**config.mk**
```make
export PLATFORM = sky130hd
export DESIGN_NAME = smmu_top
export DESIGN_NICKNAME = d
export VERILOG_FILES = /design/src/pkg/smmu_pkg.sv /design/src/hw/smmu_top.sv
export SDC_FILE = /design/constraint.sdc
export NUM_CORES = 1
export LEC_CHECK = 0
export BUFFER_PORTS_ARGS = -buffer_cell sky130_fd_sc_hd__buf_4
export CORE_MARGIN = 2
export CORE_UTILIZATION = 45
export CTS_CLUSTER_DIAMETER = 120
export DETAILED_ROUTE_END_ITERATION = 8
export MAX_ROUTING_LAYER = met4
export PLACE_DENSITY = 0.66
export RECOVER_POWER = 25
export SYNTH_ARGS = -nofsm -noshare
export SYNTH_HDL_FRONTEND = slang
export SYNTH_SLANG_ARGS = --single-unit
```
**constraint.sdc**
```tcl
create_clock -name clk_sys_i -period 8.65 [get_ports clk_sys_i]
set_clock_uncertainty 0.15 [all_clocks]
set_input_delay 0.4325 -clock clk_sys_i [delete_from_list [all_inputs] [get_ports clk_sys_i]]
set_output_delay 0.4325 -clock clk_sys_i [all_outputs]
set_load 0.1 [all_outputs]
```
**src/pkg/smmu_pkg.sv**
```systemverilog
// constants and types for the internal sram page mmus and the dma region mpu
// Functional notes
// - each mmu holds exactly sixteen page registers for permission and translation
// - page registers are indexed by physical page and name the virtual page
// - process ids 0 and 1 bypass tables: full access, page x maps to x
// - bits 6:4: 0 denies ids 2-7, 1 admits all, 2-7 admit that id
// - bits 3:0 name the virtual page landing here at same in-page offset
// - page and page-size registers are writable only by process id 0 or 1
// - code mmu sits on the instruction bus, data mmu on the data bus
// - ids 2-7 may only read code pages; their writes never reach memory
// - ids 2-7 may read and write data pages subject to the permission code
// - data page n starts at base plus n times page size; rest uncovered
// - dma mpu keeps one permit bit per 8 kb region
// - dma decision uses region bits only, never a process id
// - bit set lets dma read and write the region; clear refuses it
// - region bits ascend from the low area start through both registers
// - low register bits 9-24 cover data sram, bits 0-8 and bit 25 onward the other areas
// - both dma permit registers are writable only by process id 0 or 1
// - page-size modes 0, 1, 2 give 8, 4, 2 kb pages, sixteen pages each
// - uncovered area is open to ids 0 and 1 and closed to all others
package smmu_pkg;
  localparam logic [31:0] CODE_BASE     = 32'h4008_0000;
  localparam logic [31:0] DATA_BASE     = 32'h3FFC_0000;
  localparam logic [31:0] REGION_SIZE   = 32'h0002_0000;
  localparam logic [31:0] DMA_BASE      = 32'h3FFA_E000;
  localparam int          DMA_SHIFT     = 13;
  localparam int          DMA_REGIONS   = 41;
  localparam int          PAGES         = 16;
  localparam int          PERM_LSB      = 4;
  localparam int          VPAGE_LSB     = 0;
  localparam logic [1:0]  MODE_8K       = 2'h0;
  localparam logic [1:0]  MODE_4K       = 2'h1;
  localparam logic [1:0]  MODE_2K       = 2'h2;
  localparam int          SHIFT_8K      = 13;
  localparam int          SHIFT_4K      = 12;
  localparam int          SHIFT_2K      = 11;
  localparam logic [2:0]  PERM_NONE     = 3'h0;
  localparam logic [2:0]  PERM_ALL      = 3'h1;
  localparam logic [2:0]  PID_FIRST_APP = 3'h2;
  // register indices on the configuration port
  localparam logic [5:0]  IDX_CODE_MAP  = 6'h00;
  localparam logic [5:0]  IDX_DATA_MAP  = 6'h10;
  localparam logic [5:0]  IDX_CODE_SIZE = 6'h20;
  localparam logic [5:0]  IDX_DATA_SIZE = 6'h21;
  localparam logic [5:0]  IDX_DMA_LOW   = 6'h22;
  localparam logic [5:0]  IDX_DMA_HIGH  = 6'h23;
  localparam logic [6:0]  MAP_RESET     = 7'h00;
  localparam logic [1:0]  SIZE_RESET    = 2'h0;
  localparam logic [31:0] DMA_LOW_RESET = 32'h0000_0000;
  localparam logic [8:0]  DMA_HIGH_RESET = 9'h000;

  typedef struct packed {
    logic        ok;
    logic [31:0] addr;
  } smmu_xlate_t;
endpackage : smmu_pkg

```
**src/hw/smmu_top.sv**
```systemverilog
// page mmus for code and data sram plus the dma region mpu, with config port
`timescale 1ns/1ns
module smmu_top
  import smmu_pkg::*;
(
  input  wire logic        clk_sys_i,
  input  wire logic        reset_n_i,
  // configuration port
  input  wire logic        cfg_wr_i,
  input  wire logic        cfg_rd_i,
  input  wire logic [5:0]  cfg_idx_i,
  input  wire logic [31:0] cfg_wdata_i,
  input  wire logic [2:0]  cfg_process_id_i,
  output logic      [31:0] cfg_rdata_o,
  output logic             cfg_denied_o,
  // instruction bus
  input  wire logic        ibus_req_i,
  input  wire logic        ibus_we_i,
  input  wire logic [31:0] ibus_addr_i,
  input  wire logic [2:0]  ibus_process_id_i,
  input  wire logic [31:0] ibus_mem_rdata_i,
  output logic             ibus_mem_en_o,
  output logic             ibus_mem_we_o,
  output logic      [31:0] ibus_mem_addr_o,
  output logic             ibus_viol_o,
  output logic      [31:0] ibus_rdata_o,
  // data bus
  input  wire logic        dbus_req_i,
  input  wire logic        dbus_we_i,
  input  wire logic [31:0] dbus_addr_i,
  input  wire logic [2:0]  dbus_process_id_i,
  input  wire logic [31:0] dbus_mem_rdata_i,
  output logic             dbus_mem_en_o,
  output logic             dbus_mem_we_o,
  output logic      [31:0] dbus_mem_addr_o,
  output logic             dbus_viol_o,
  output logic      [31:0] dbus_rdata_o,
  // dma
  input  wire logic        dma_req_i,
  input  wire logic        dma_we_i,
  input  wire logic [31:0] dma_addr_i,
  input  wire logic [31:0] dma_mem_rdata_i,
  output logic             dma_mem_en_o,
  output logic             dma_mem_we_o,
  output logic      [31:0] dma_mem_addr_o,
  output logic             dma_viol_o,
  output logic      [31:0] dma_rdata_o
);

  // all three access ports share one timing: grant or refusal one cycle
  // after the request, read data two cycles after the grant; a refused
  // access or a write returns zero data. table writes land at their own
  // edge, so a request in the very next cycle already sees the new entry.
  // table reads are open to every process id; only writes are gated.

  // page tables: one entry per physical page
  logic [PAGES-1:0][6:0]   code_sram_page_map;
  logic [PAGES-1:0][6:0]   data_sram_page_map;
  // page size modes, two bits each; mode 3 behaves as 8 kb
  logic [1:0]              code_sram_page_size;
  logic [1:0]              data_sram_page_size;
  // dma permit bits, one per 8 kb region
  logic [31:0]             dma_region_permit_low;
  logic [8:0]              dma_region_permit_high;
  logic [DMA_REGIONS-1:0]  dma_permit_all;
  logic                    cfg_priv;
  // registered grant of a read, one per port, lines up the returned word
  logic                    ibus_ok_q;
  logic                    dbus_ok_q;
  logic                    dma_ok_q;
  // combinational decisions feeding the registered access stages
  smmu_xlate_t             ibus_x;
  smmu_xlate_t             dbus_x;
  logic                    dma_ok;

  // page shift from the size mode; an undefined mode falls back to 8 kb pages
  function automatic int smmu_shift(input logic [1:0] mode);
    int sh;
    sh = SHIFT_8K;
    if (mode == MODE_4K) begin
      sh = SHIFT_4K;
    end else if (mode == MODE_2K) begin
      sh = SHIFT_2K;
    end
    return sh;
  endfunction : smmu_shift

  // the two map banks are 16-entry blocks picked by the upper index bits
  function automatic logic smmu_is_code_map(input logic [5:0] idx);
    return idx[5:4] == IDX_CODE_MAP[5:4];
  endfunction : smmu_is_code_map

  // decoded on both the write and the read-back path, so kept in one place
  function automatic logic smmu_is_data_map(input logic [5:0] idx);
    return idx[5:4] == IDX_DATA_MAP[5:4];
  endfunction : smmu_is_data_map

  // permission, translation and coverage check for one mmu region
  function automatic smmu_xlate_t smmu_translate(
    input logic [31:0]           addr,
    input logic [31:0]           base,
    input logic [1:0]            mode,
    input logic [PAGES-1:0][6:0] map,
    input logic [2:0]            process_id,
    input logic                  wr,
    input logic                  code
  );
    smmu_xlate_t res;
    logic [31:0] off;
    logic [31:0] inpg;
    logic [3:0]  vp;
    logic [3:0]  pp;
    logic [2:0]  perm;
    logic        hit;
    int          sh;
    res.ok   = 1'b1;
    res.addr = addr;
    // below the base the offset wraps high, hence both bounds on the window test
    off      = addr - base;
    sh       = smmu_shift(mode);
    // virtual page and in-page offset both follow the page size mode
    vp       = 4'(off >> sh);
    inpg     = off & ((32'h0000_0001 << sh) - 32'h0000_0001);
    pp       = 4'h0;
    hit      = 1'b0;
    perm     = PERM_NONE;
    // outside the governed window the request passes untouched
    if (addr >= base && off < REGION_SIZE && process_id >= PID_FIRST_APP) begin
      res.ok = 1'b0;
      // uncovered tail and code writes stay refused for ids 2 to 7
      if ((off >> sh) < 32'(PAGES) && !(code && wr)) begin
        // downward scan so the lowest matching physical page wins
        for (int p = PAGES - 1; p >= 0; p--) begin
          perm = map[p][PERM_LSB +: 3];
          if (map[p][VPAGE_LSB +: 4] == vp && (perm == PERM_ALL || perm == process_id)) begin
            hit = 1'b1;
            pp  = 4'(p);
          end
        end
        // a match grants the access and moves it onto the physical page
        if (hit) begin
          res.ok   = 1'b1;
          res.addr = base + (32'(pp) << sh) + inpg;
        end
      end
    end
    // ids 0 and 1 keep the identity result set above
    return res;
  endfunction : smmu_translate

  // decode is combinational; the access stage below registers it
  assign ibus_x = smmu_translate(ibus_addr_i, CODE_BASE, code_sram_page_size, code_sram_page_map,
                                 ibus_process_id_i, ibus_we_i, 1'b1);
  assign dbus_x = smmu_translate(dbus_addr_i, DATA_BASE, data_sram_page_size, data_sram_page_map,
                                 dbus_process_id_i, dbus_we_i, 1'b0);

  // region bits in ascending address order, low register first
  assign dma_permit_all = {dma_region_permit_high, dma_region_permit_low};

  // no process id enters the dma decision at all; addresses below the base
  // or past the last region lie outside the mpu and pass untouched
  always_comb begin
    logic [31:0] doff;
    doff   = dma_addr_i - DMA_BASE;
    dma_ok = 1'b1;
    // bounding the offset keeps the region index inside the 41 permit bits
    if (dma_addr_i >= DMA_BASE && doff < (32'(DMA_REGIONS) << DMA_SHIFT)) begin
      dma_ok = dma_permit_all[6'(doff >> DMA_SHIFT)];
    end
  end

  // process ids 0 and 1 are the privileged callers
  assign cfg_priv = cfg_process_id_i < PID_FIRST_APP;

  // page table writes, privileged callers only
  always_ff @(posedge clk_sys_i or negedge reset_n_i) begin
    if (!reset_n_i) begin
      code_sram_page_map <= {PAGES{MAP_RESET}};
      data_sram_page_map <= {PAGES{MAP_RESET}};
    end else if (cfg_wr_i && cfg_priv) begin
      // one index names one entry, so a single write never touches both banks
      if (smmu_is_code_map(cfg_idx_i)) begin
        code_sram_page_map[cfg_idx_i[3:0]] <= cfg_wdata_i[6:0];
      end
      if (smmu_is_data_map(cfg_idx_i)) begin
        data_sram_page_map[cfg_idx_i[3:0]] <= cfg_wdata_i[6:0];
      end
    end
  end

  // page size and dma permit writes, privileged callers only
  always_ff @(posedge clk_sys_i or negedge reset_n_i) begin
    if (!reset_n_i) begin
      code_sram_page_size    <= SIZE_RESET;
      data_sram_page_size    <= SIZE_RESET;
      dma_region_permit_low  <= DMA_LOW_RESET;
      dma_region_permit_high <= DMA_HIGH_RESET;
    end else if (cfg_wr_i && cfg_priv) begin
      // narrow registers take the low bits of the write data
      case (cfg_idx_i)
        IDX_CODE_SIZE: code_sram_page_size    <= cfg_wdata_i[1:0];
        IDX_DATA_SIZE: data_sram_page_size    <= cfg_wdata_i[1:0];
        IDX_DMA_LOW:   dma_region_permit_low  <= cfg_wdata_i;
        IDX_DMA_HIGH:  dma_region_permit_high <= cfg_wdata_i[8:0];
        default: ;
      endcase
    end
  end

  // read-back and refused-write flag; reads are open to any process id
  always_ff @(posedge clk_sys_i or negedge reset_n_i) begin
    if (!reset_n_i) begin
      cfg_rdata_o  <= 32'h0000_0000;
      cfg_denied_o <= 1'b0;
    end else begin
      // the refusal pulse stands one cycle per dropped write
      cfg_denied_o <= cfg_wr_i && !cfg_priv;
      // a read and a write of one index in the same cycle return the old value
      if (cfg_rd_i) begin
        if (smmu_is_code_map(cfg_idx_i)) begin
          cfg_rdata_o <= {25'h0, code_sram_page_map[cfg_idx_i[3:0]]};
        end else if (smmu_is_data_map(cfg_idx_i)) begin
          cfg_rdata_o <= {25'h0, data_sram_page_map[cfg_idx_i[3:0]]};
        end else begin
          case (cfg_idx_i)
            IDX_CODE_SIZE: cfg_rdata_o <= {30'h0, code_sram_page_size};
            IDX_DATA_SIZE: cfg_rdata_o <= {30'h0, data_sram_page_size};
            IDX_DMA_LOW:   cfg_rdata_o <= dma_region_permit_low;
            IDX_DMA_HIGH:  cfg_rdata_o <= {23'h0, dma_region_permit_high};
            default:       cfg_rdata_o <= 32'h0000_0000;
          endcase
        end
      end
    end
  end

  // instruction bus stage: a refused request never raises the memory enable
  always_ff @(posedge clk_sys_i or negedge reset_n_i) begin
    if (!reset_n_i) begin
      ibus_mem_en_o   <= 1'b0;
      ibus_mem_we_o   <= 1'b0;
      ibus_mem_addr_o <= 32'h0000_0000;
      ibus_viol_o     <= 1'b0;
      ibus_ok_q       <= 1'b0;
      ibus_rdata_o    <= 32'h0000_0000;
    end else begin
      ibus_mem_en_o   <= ibus_req_i && ibus_x.ok;
      // ids 2 to 7 never get a code write through; the decode refuses it
      ibus_mem_we_o   <= ibus_req_i && ibus_x.ok && ibus_we_i;
      // the address is registered even when refused; only the enable qualifies it
      ibus_mem_addr_o <= ibus_x.addr;
      ibus_viol_o     <= ibus_req_i && !ibus_x.ok;
      // remember a granted read so the word returning next cycle is passed on
      ibus_ok_q       <= ibus_mem_en_o && !ibus_mem_we_o;
      ibus_rdata_o    <= ibus_ok_q ? ibus_mem_rdata_i : 32'h0000_0000;
    end
  end

  // data bus stage, same timing as the instruction bus
  always_ff @(posedge clk_sys_i or negedge reset_n_i) begin
    if (!reset_n_i) begin
      dbus_mem_en_o   <= 1'b0;
      dbus_mem_we_o   <= 1'b0;
      dbus_mem_addr_o <= 32'h0000_0000;
      dbus_viol_o     <= 1'b0;
      dbus_ok_q       <= 1'b0;
      dbus_rdata_o    <= 32'h0000_0000;
    end else begin
      dbus_mem_en_o   <= dbus_req_i && dbus_x.ok;
      dbus_mem_we_o   <= dbus_req_i && dbus_x.ok && dbus_we_i;
      // the address is registered even when refused; only the enable qualifies it
      dbus_mem_addr_o <= dbus_x.addr;
      dbus_viol_o     <= dbus_req_i && !dbus_x.ok;
      // remember a granted read so the word returning next cycle is passed on
      dbus_ok_q       <= dbus_mem_en_o && !dbus_mem_we_o;
      dbus_rdata_o    <= dbus_ok_q ? dbus_mem_rdata_i : 32'h0000_0000;
    end
  end

  // dma stage: address is never translated, only gated by region bits
  always_ff @(posedge clk_sys_i or negedge reset_n_i) begin
    if (!reset_n_i) begin
      dma_mem_en_o   <= 1'b0;
      dma_mem_we_o   <= 1'b0;
      dma_mem_addr_o <= 32'h0000_0000;
      dma_viol_o     <= 1'b0;
      dma_ok_q       <= 1'b0;
      dma_rdata_o    <= 32'h0000_0000;
    end else begin
      dma_mem_en_o   <= dma_req_i && dma_ok;
      // dma writes need only the region bit, never a process id
      dma_mem_we_o   <= dma_req_i && dma_ok && dma_we_i;
      // the address is registered even when refused; only the enable qualifies it
      dma_mem_addr_o <= dma_addr_i;
      dma_viol_o     <= dma_req_i && !dma_ok;
      // remember a granted read so the word returning next cycle is passed on
      dma_ok_q       <= dma_mem_en_o && !dma_mem_we_o;
      dma_rdata_o    <= dma_ok_q ? dma_mem_rdata_i : 32'h0000_0000;
    end
  end

endmodule : smmu_top

```
-- After elaboration in Yosys (flattened, before gate mapping)
Cells that the tools add are included.
Widths: inputs -> output; s select.
- flip-flop bits (word level): 506
- word-level logic and storage cells: 391
- add/sub/neg operators: 9
- $lt $le $gt $ge: 14
- equality and inequality tests: 105
- shift-type cells: 6
- multiplexer cells: 99
- bitwise gates (word level): 2
- reductions and logical operators: 100
- operators by type and width (operator ; count):
    $bwmux 112 ; 2
    $mux 33 ; 6
    $mux 32 ; 6
    $mux 4 ; 36
    $eq 4x4->1 ; 32
    $pmux 32 s4 ; 1
    $eq 3x1->1 const B ; 32
    $eq 3x3->1 ; 32
    $add 32x32->32 ; 2
    $and 32x32->32 ; 2
    $ge 32x30->1 const B ; 2
    $lt 32x18->1 const B ; 2
    $lt 32x5->1 const B ; 2
    $shl 1x32->32 const A ; 2
    $shl 4x32->32 ; 2
    $shr 32x32->32 ; 2
    $sub 32x1->32 const B ; 2
    $sub 32x30->32 const B ; 2
    $bmux 7 s4 ; 2
    $logic_and 1x1->1 ; 53
    $mux 1 ; 38
    $add 30x32->32 const A ; 1
    $add 31x32->32 const A ; 1
    $ge 32x31->1 const B ; 1
    18 further kinds ; 72

-- Logic depth before layout (Yosys ltp)
- depth in word-level cells: 32
- gate-level depth with buffers: 30
- gate-level depth less buffers: 26

-- Worst setup path after synthesis
No wires, ideal clock.
- path type: reg-to-reg
- start: reg data_sram_page_size[0]
- end: reg dbus_mem_addr_o[29]
- arrival: 5.801 ns
- required time: 8.372 ns
- path slack: 2.572 ns
- stages on the path, launching flop included: 29
- path buffers: 3
- clock period less this slack: 6.078 ns
- cells stage by stage: dfrtp_1 inv_1 ha_1 buf_4 mux2_4 a2bb2oi_2 buf_4 buf_4 a21oi_1 nand4b_1 a2111oi_1 a21oi_1 a211o_1 a31oi_1 o21ba_2 nor2_1 ha_1 ha_1 inv_1 fa_1 nor2b_1 o2111ai_1 a211oi_1 o211ai_1 a21boi_0 o211ai_1 a21oi_1 xor2_1 mux2_1
- RTL lines (item ; RTL line ; RTL):
    from (decl) ; smmu_top.sv:61 ; logic [1:0] data_sram_page_size;
    from (signal assigned) ; smmu_top.sv:202 ; IDX_DATA_SIZE: data_sram_page_size <= cfg_wdata_i[1:0];
    to (signal assigned) ; smmu_top.sv:272 ; dbus_mem_addr_o <= dbus_x.addr;
    to (decl) ; smmu_top.sv:35 ; output logic [31:0] dbus_mem_addr_o,

==> results.tsv <==
stage	metric	value	unit
status	status	finished, violations left	
status	failing checks	capacitance limit, slew limit	
worst_setup_path	Req. time, crit path	8990	ps
timing	worst slew pin tran	6350	ps
timing	Final WS setup	729	ps
synth	ys async rst share	100	%
timing	maximum clock frequency	126	MHz
clock_tree	worst-skew pair later-pin latency	620	ps
worst_hold_path	HP Class	primary input to flop	
placed_design	cell count after placement	3890	
clock_tree	# clock sinks	506	
clock_tree	Max clock buf depth	3	
timing	Slew HR	-323	%
floorplanning	row cnt	93	
floorplanning	Core ar.	64500	um2
global_routing	grt total ovfl	0	
timing	TNS Setup	0	ps
power_and_ir_drop	Max VDD drop	0.000189	V
timing	Final setup viols	0	
timing	final slew viol count	117	
final_layout	layout cell share with drive strength beyond 1	27.2	%
worst_setup_path	Crit Path Class	flop to flop	
synth	EDFF count, synth	0	
synth	Mapped Area	29300	um2
worst_hold_path	hold path depth	3	
synth	Synth top area share	43.2	%
synth	Post-Synthesis Cells	2690	
power_and_ir_drop	PD cells	169	nW/um2
timing	Tmin final	7920	ps
final_layout	nets@finish	3639	
synth	synth top area cells	dfrtp_1 (43%), mux2_2 (10%), mux4_2 (6.6%), xor2_1 (3.4%), ha_1 (3.0%)	
synth	sequential fraction of the synthesis area	43.2	%
worst_setup_path	Buf+Inv Stages, Crit Path	3	
route	First-pass DRT Iterations	5	
clock_tree	CTS Root Cell	clkbuf_16	
floorplanning	Die Span X	259	um
global_routing	first-pass GRT wire length	135000	um
floorplanning	die footprint	67200	um2
placed_design	IO buf count	481	
clock_tree	H-tree depth	2	
worst_setup_path	critical-path maximum fanout	21	
clock_tree	TritonCTS clock tree	built	
synth	count leader, synth	dfrtp_1	
worst_setup_path	depth of the most critical reg-to-reg path	26	
route	routed len/inst	20.5	um
job	MaxCap Viol Count	1	
global_routing	initial antenna violation count	1	
worst_setup_path	internal reg-to-reg setup slack	730	ps
placed_design	hpwl dp	59600	um
route	via total after detailed routing	23767	
synth	Avg Cell Area, Syn	10.9	um2
global_routing	vias in the first global route	24192	
worst_setup_path	critical path data arrival time	8260	ps
floorplanning	I/O pins	483	
global_routing	GRT Util Overall	26.0	%
timing	final period utilization	91.6	%
placed_design	Setup WS pre-CTS	932	ps
placed_design	Placer Congestion	0.926	
route	Routed Wire Length	86400	um
floorplanning	Die Y	259	um
timing	Final Hold Vio Count	0	
power_and_ir_drop	P_leak	17.1	nW
route	# DRC	0	
worst_setup_path	startpoint types	flop	
synth	Synth top cells by count	dfrtp_1 (506), mux2_2 (271), nand2_1 (144), nor2_1 (130), clkbuf_1 (123)	
timing	RSZ-0062 raised after global routing	false	
worst_setup_path	CP delay by family, top	compound AO/OA/AOI/OAI gates	
worst_setup_path	Crit. End Element	flop	
final_layout	final core occ	57.8	%
route	Starting DRT DRC Count	1407	
final_layout	Finished Layout Cells	4220	
clock_tree	PostCTS Resize Cnt	0	
worst_setup_path	Worst path max stage delay	660	ps
clock_tree	CTS buffer count	54	
synth	Yosys top cell by area	dfrtp_1	
worst_setup_path	WP depth	26	
synth	Top FF cell, synth	dfrtp_1	
global_routing	largest net degree at the start of global routing	117	
timing	worst hold margin	161	ps
synth	Netlist cell types	93	
synth	FF+latch count, synth	506	
route	Routed Antenna Nets	0	
floorplanning	Initial Util	45.5	%
clock_tree	clock-pin transition on the worst setup and hold timing paths	60	ps
route	Vias/cell	5.63	
final_layout	Area Overhead vs Synth	27.1	%
worst_setup_path	CP max stage cell	ha_1	
synth	Ys Warns	0	
report_power, final:
part / internal (mW) / switching [mW] / total, mW
Sequential: 2.48 / 0.101 / 2.58
Clock: 1.33 / 0.996 / 2.32
Combinational: 0.493 / 0.888 / 1.38
worst reg2reg max path: stages (launching register included):
cell and delay (ps):
dfrtp_1 480, inv_1 130, ha_1 660, mux2i_1 380
a2bb2oi_2 500, buf_4 290, a21oi_1 90, nor4b_1 560
o2111ai_1 360, nor2_1 170, a21oi_1 50, a31oi_1 550
o21ba_2 270, nor2_1 60, ha_1 270, ha_1 160
inv_1 50, fa_1 410, nor2b_1 170, o2111ai_1 200
a211oi_1 410, o211ai_1 180, a21boi_0 370, o211ai_1 200
a21oi_1 250, xor2_1 120, mux2_1 300
sequential cells by signal (all words and copies together), names as in the netlist, 2 cells and up:
name	count
cfg_rdata_o	32
code_sram_page_map	112
code_sram_page_size	2
data_sram_page_map	112
data_sram_page_size	2
dbus_mem_addr_o	32
dbus_rdata_o	32
dma_mem_addr_o	32
dma_rdata_o	32
dma_region_permit_high	9
dma_region_permit_low	32
ibus_mem_addr_o	32
ibus_rdata_o	32
worst paths after layout:
check	from	end
worst min-delay path	cfg_idx_i[5]	cfg_rdata_o[1]$_DFFE_PN0P_
worst max register to register	data_sram_page_size[0]$_DFFE_PN0P_	dbus_mem_addr_o[29]$_DFF_PN0_
worst max-delay path	data_sram_page_size[0]$_DFFE_PN0P_	dbus_mem_addr_o[29]$_DFF_PN0_
worst min register to register	ibus_mem_we_o$_DFF_PN0_	ibus_ok_q$_DFF_PN0_
max in group asynchronous	reset_n_i	data_sram_page_map[29]$_DFFE_PN0P_
min in group asynchronous	reset_n_i	dma_rdata_o[10]$_DFF_PN0_
what timing repair did:
action / CTS / global route
setup buffers: 0 / 0
hold buffers: 226 / 0
hold endpoints to repair: 342 / 0
endpoints found under the setup margin: 0 / 0
layout by cell type, fill, tap and decap left out, drive strengths merged, types with 34 or more instances in the layout:
cell type and count:
mux2 292, dlygate4sd3 226, nor3 35, nand2 144, nor2 130, xnor2 83, clkbuf 174, ha 71
o21ai 121, dfrtp 506, mux4 86, and2 120, nor3b 44, buf 413, a21oi 115, nand3 62
nor2b 34, inv 89, xor2 113
layer usage:
layer	GRT usage, %	vias to the layer above	wire length [um]
met2	43.8	708	43300
met3	2.99	186	4010
met1	32.1	11924	35600
met4	10.2	0	3490
li1	-	10949	-
met5	-	-	0
cell type report:
| cell class | count | area (um2) |
|---|---|---|
| Inverter | 88 | 330 |
| Clock buffer | 74 | 1490 |
| Timing Repair Buffer | 739 | 5840 |
| Clock inverter | 28 | 279 |
| Multi-Input combinational cell | 1928 | 15600 |
| Tap cell | 855 | 1070 |
| Antenna cell | 2 | 5.00 |
| Fill cell | 5386 | 27200 |
| Sequential cell | 506 | 12700 |
cell families (layout without fill, tap and decap cells):
group | after synthesis | after routing | synth area share [%]
xor gates and xnor gates | 196 | 196 | 5.86
adders and majority gates | 73 | 73 | 3.17
AOI/OAI and AO/OA | 489 | 489 | 11.1
and+or+nand+nor | 732 | 732 | 13.6
DFF | 506 | 506 | 43.2
muxes | 411 | 411 | 19.0
other | 2 | 29 | 0.0256
buffers and inverters | 281 | 929 | 4.01
metrics by stage:
stage	power [mW]	cell area [um2]
5_1_grt	6.55	37300
3_3_place_gp	3.90	33500
4_1_cts	6.35	37500
6_report	6.29	37300
2_1_floorplan	3.51	29400
3_5_place_dp	3.92	33500
Power figures use the tool's default switching activity.
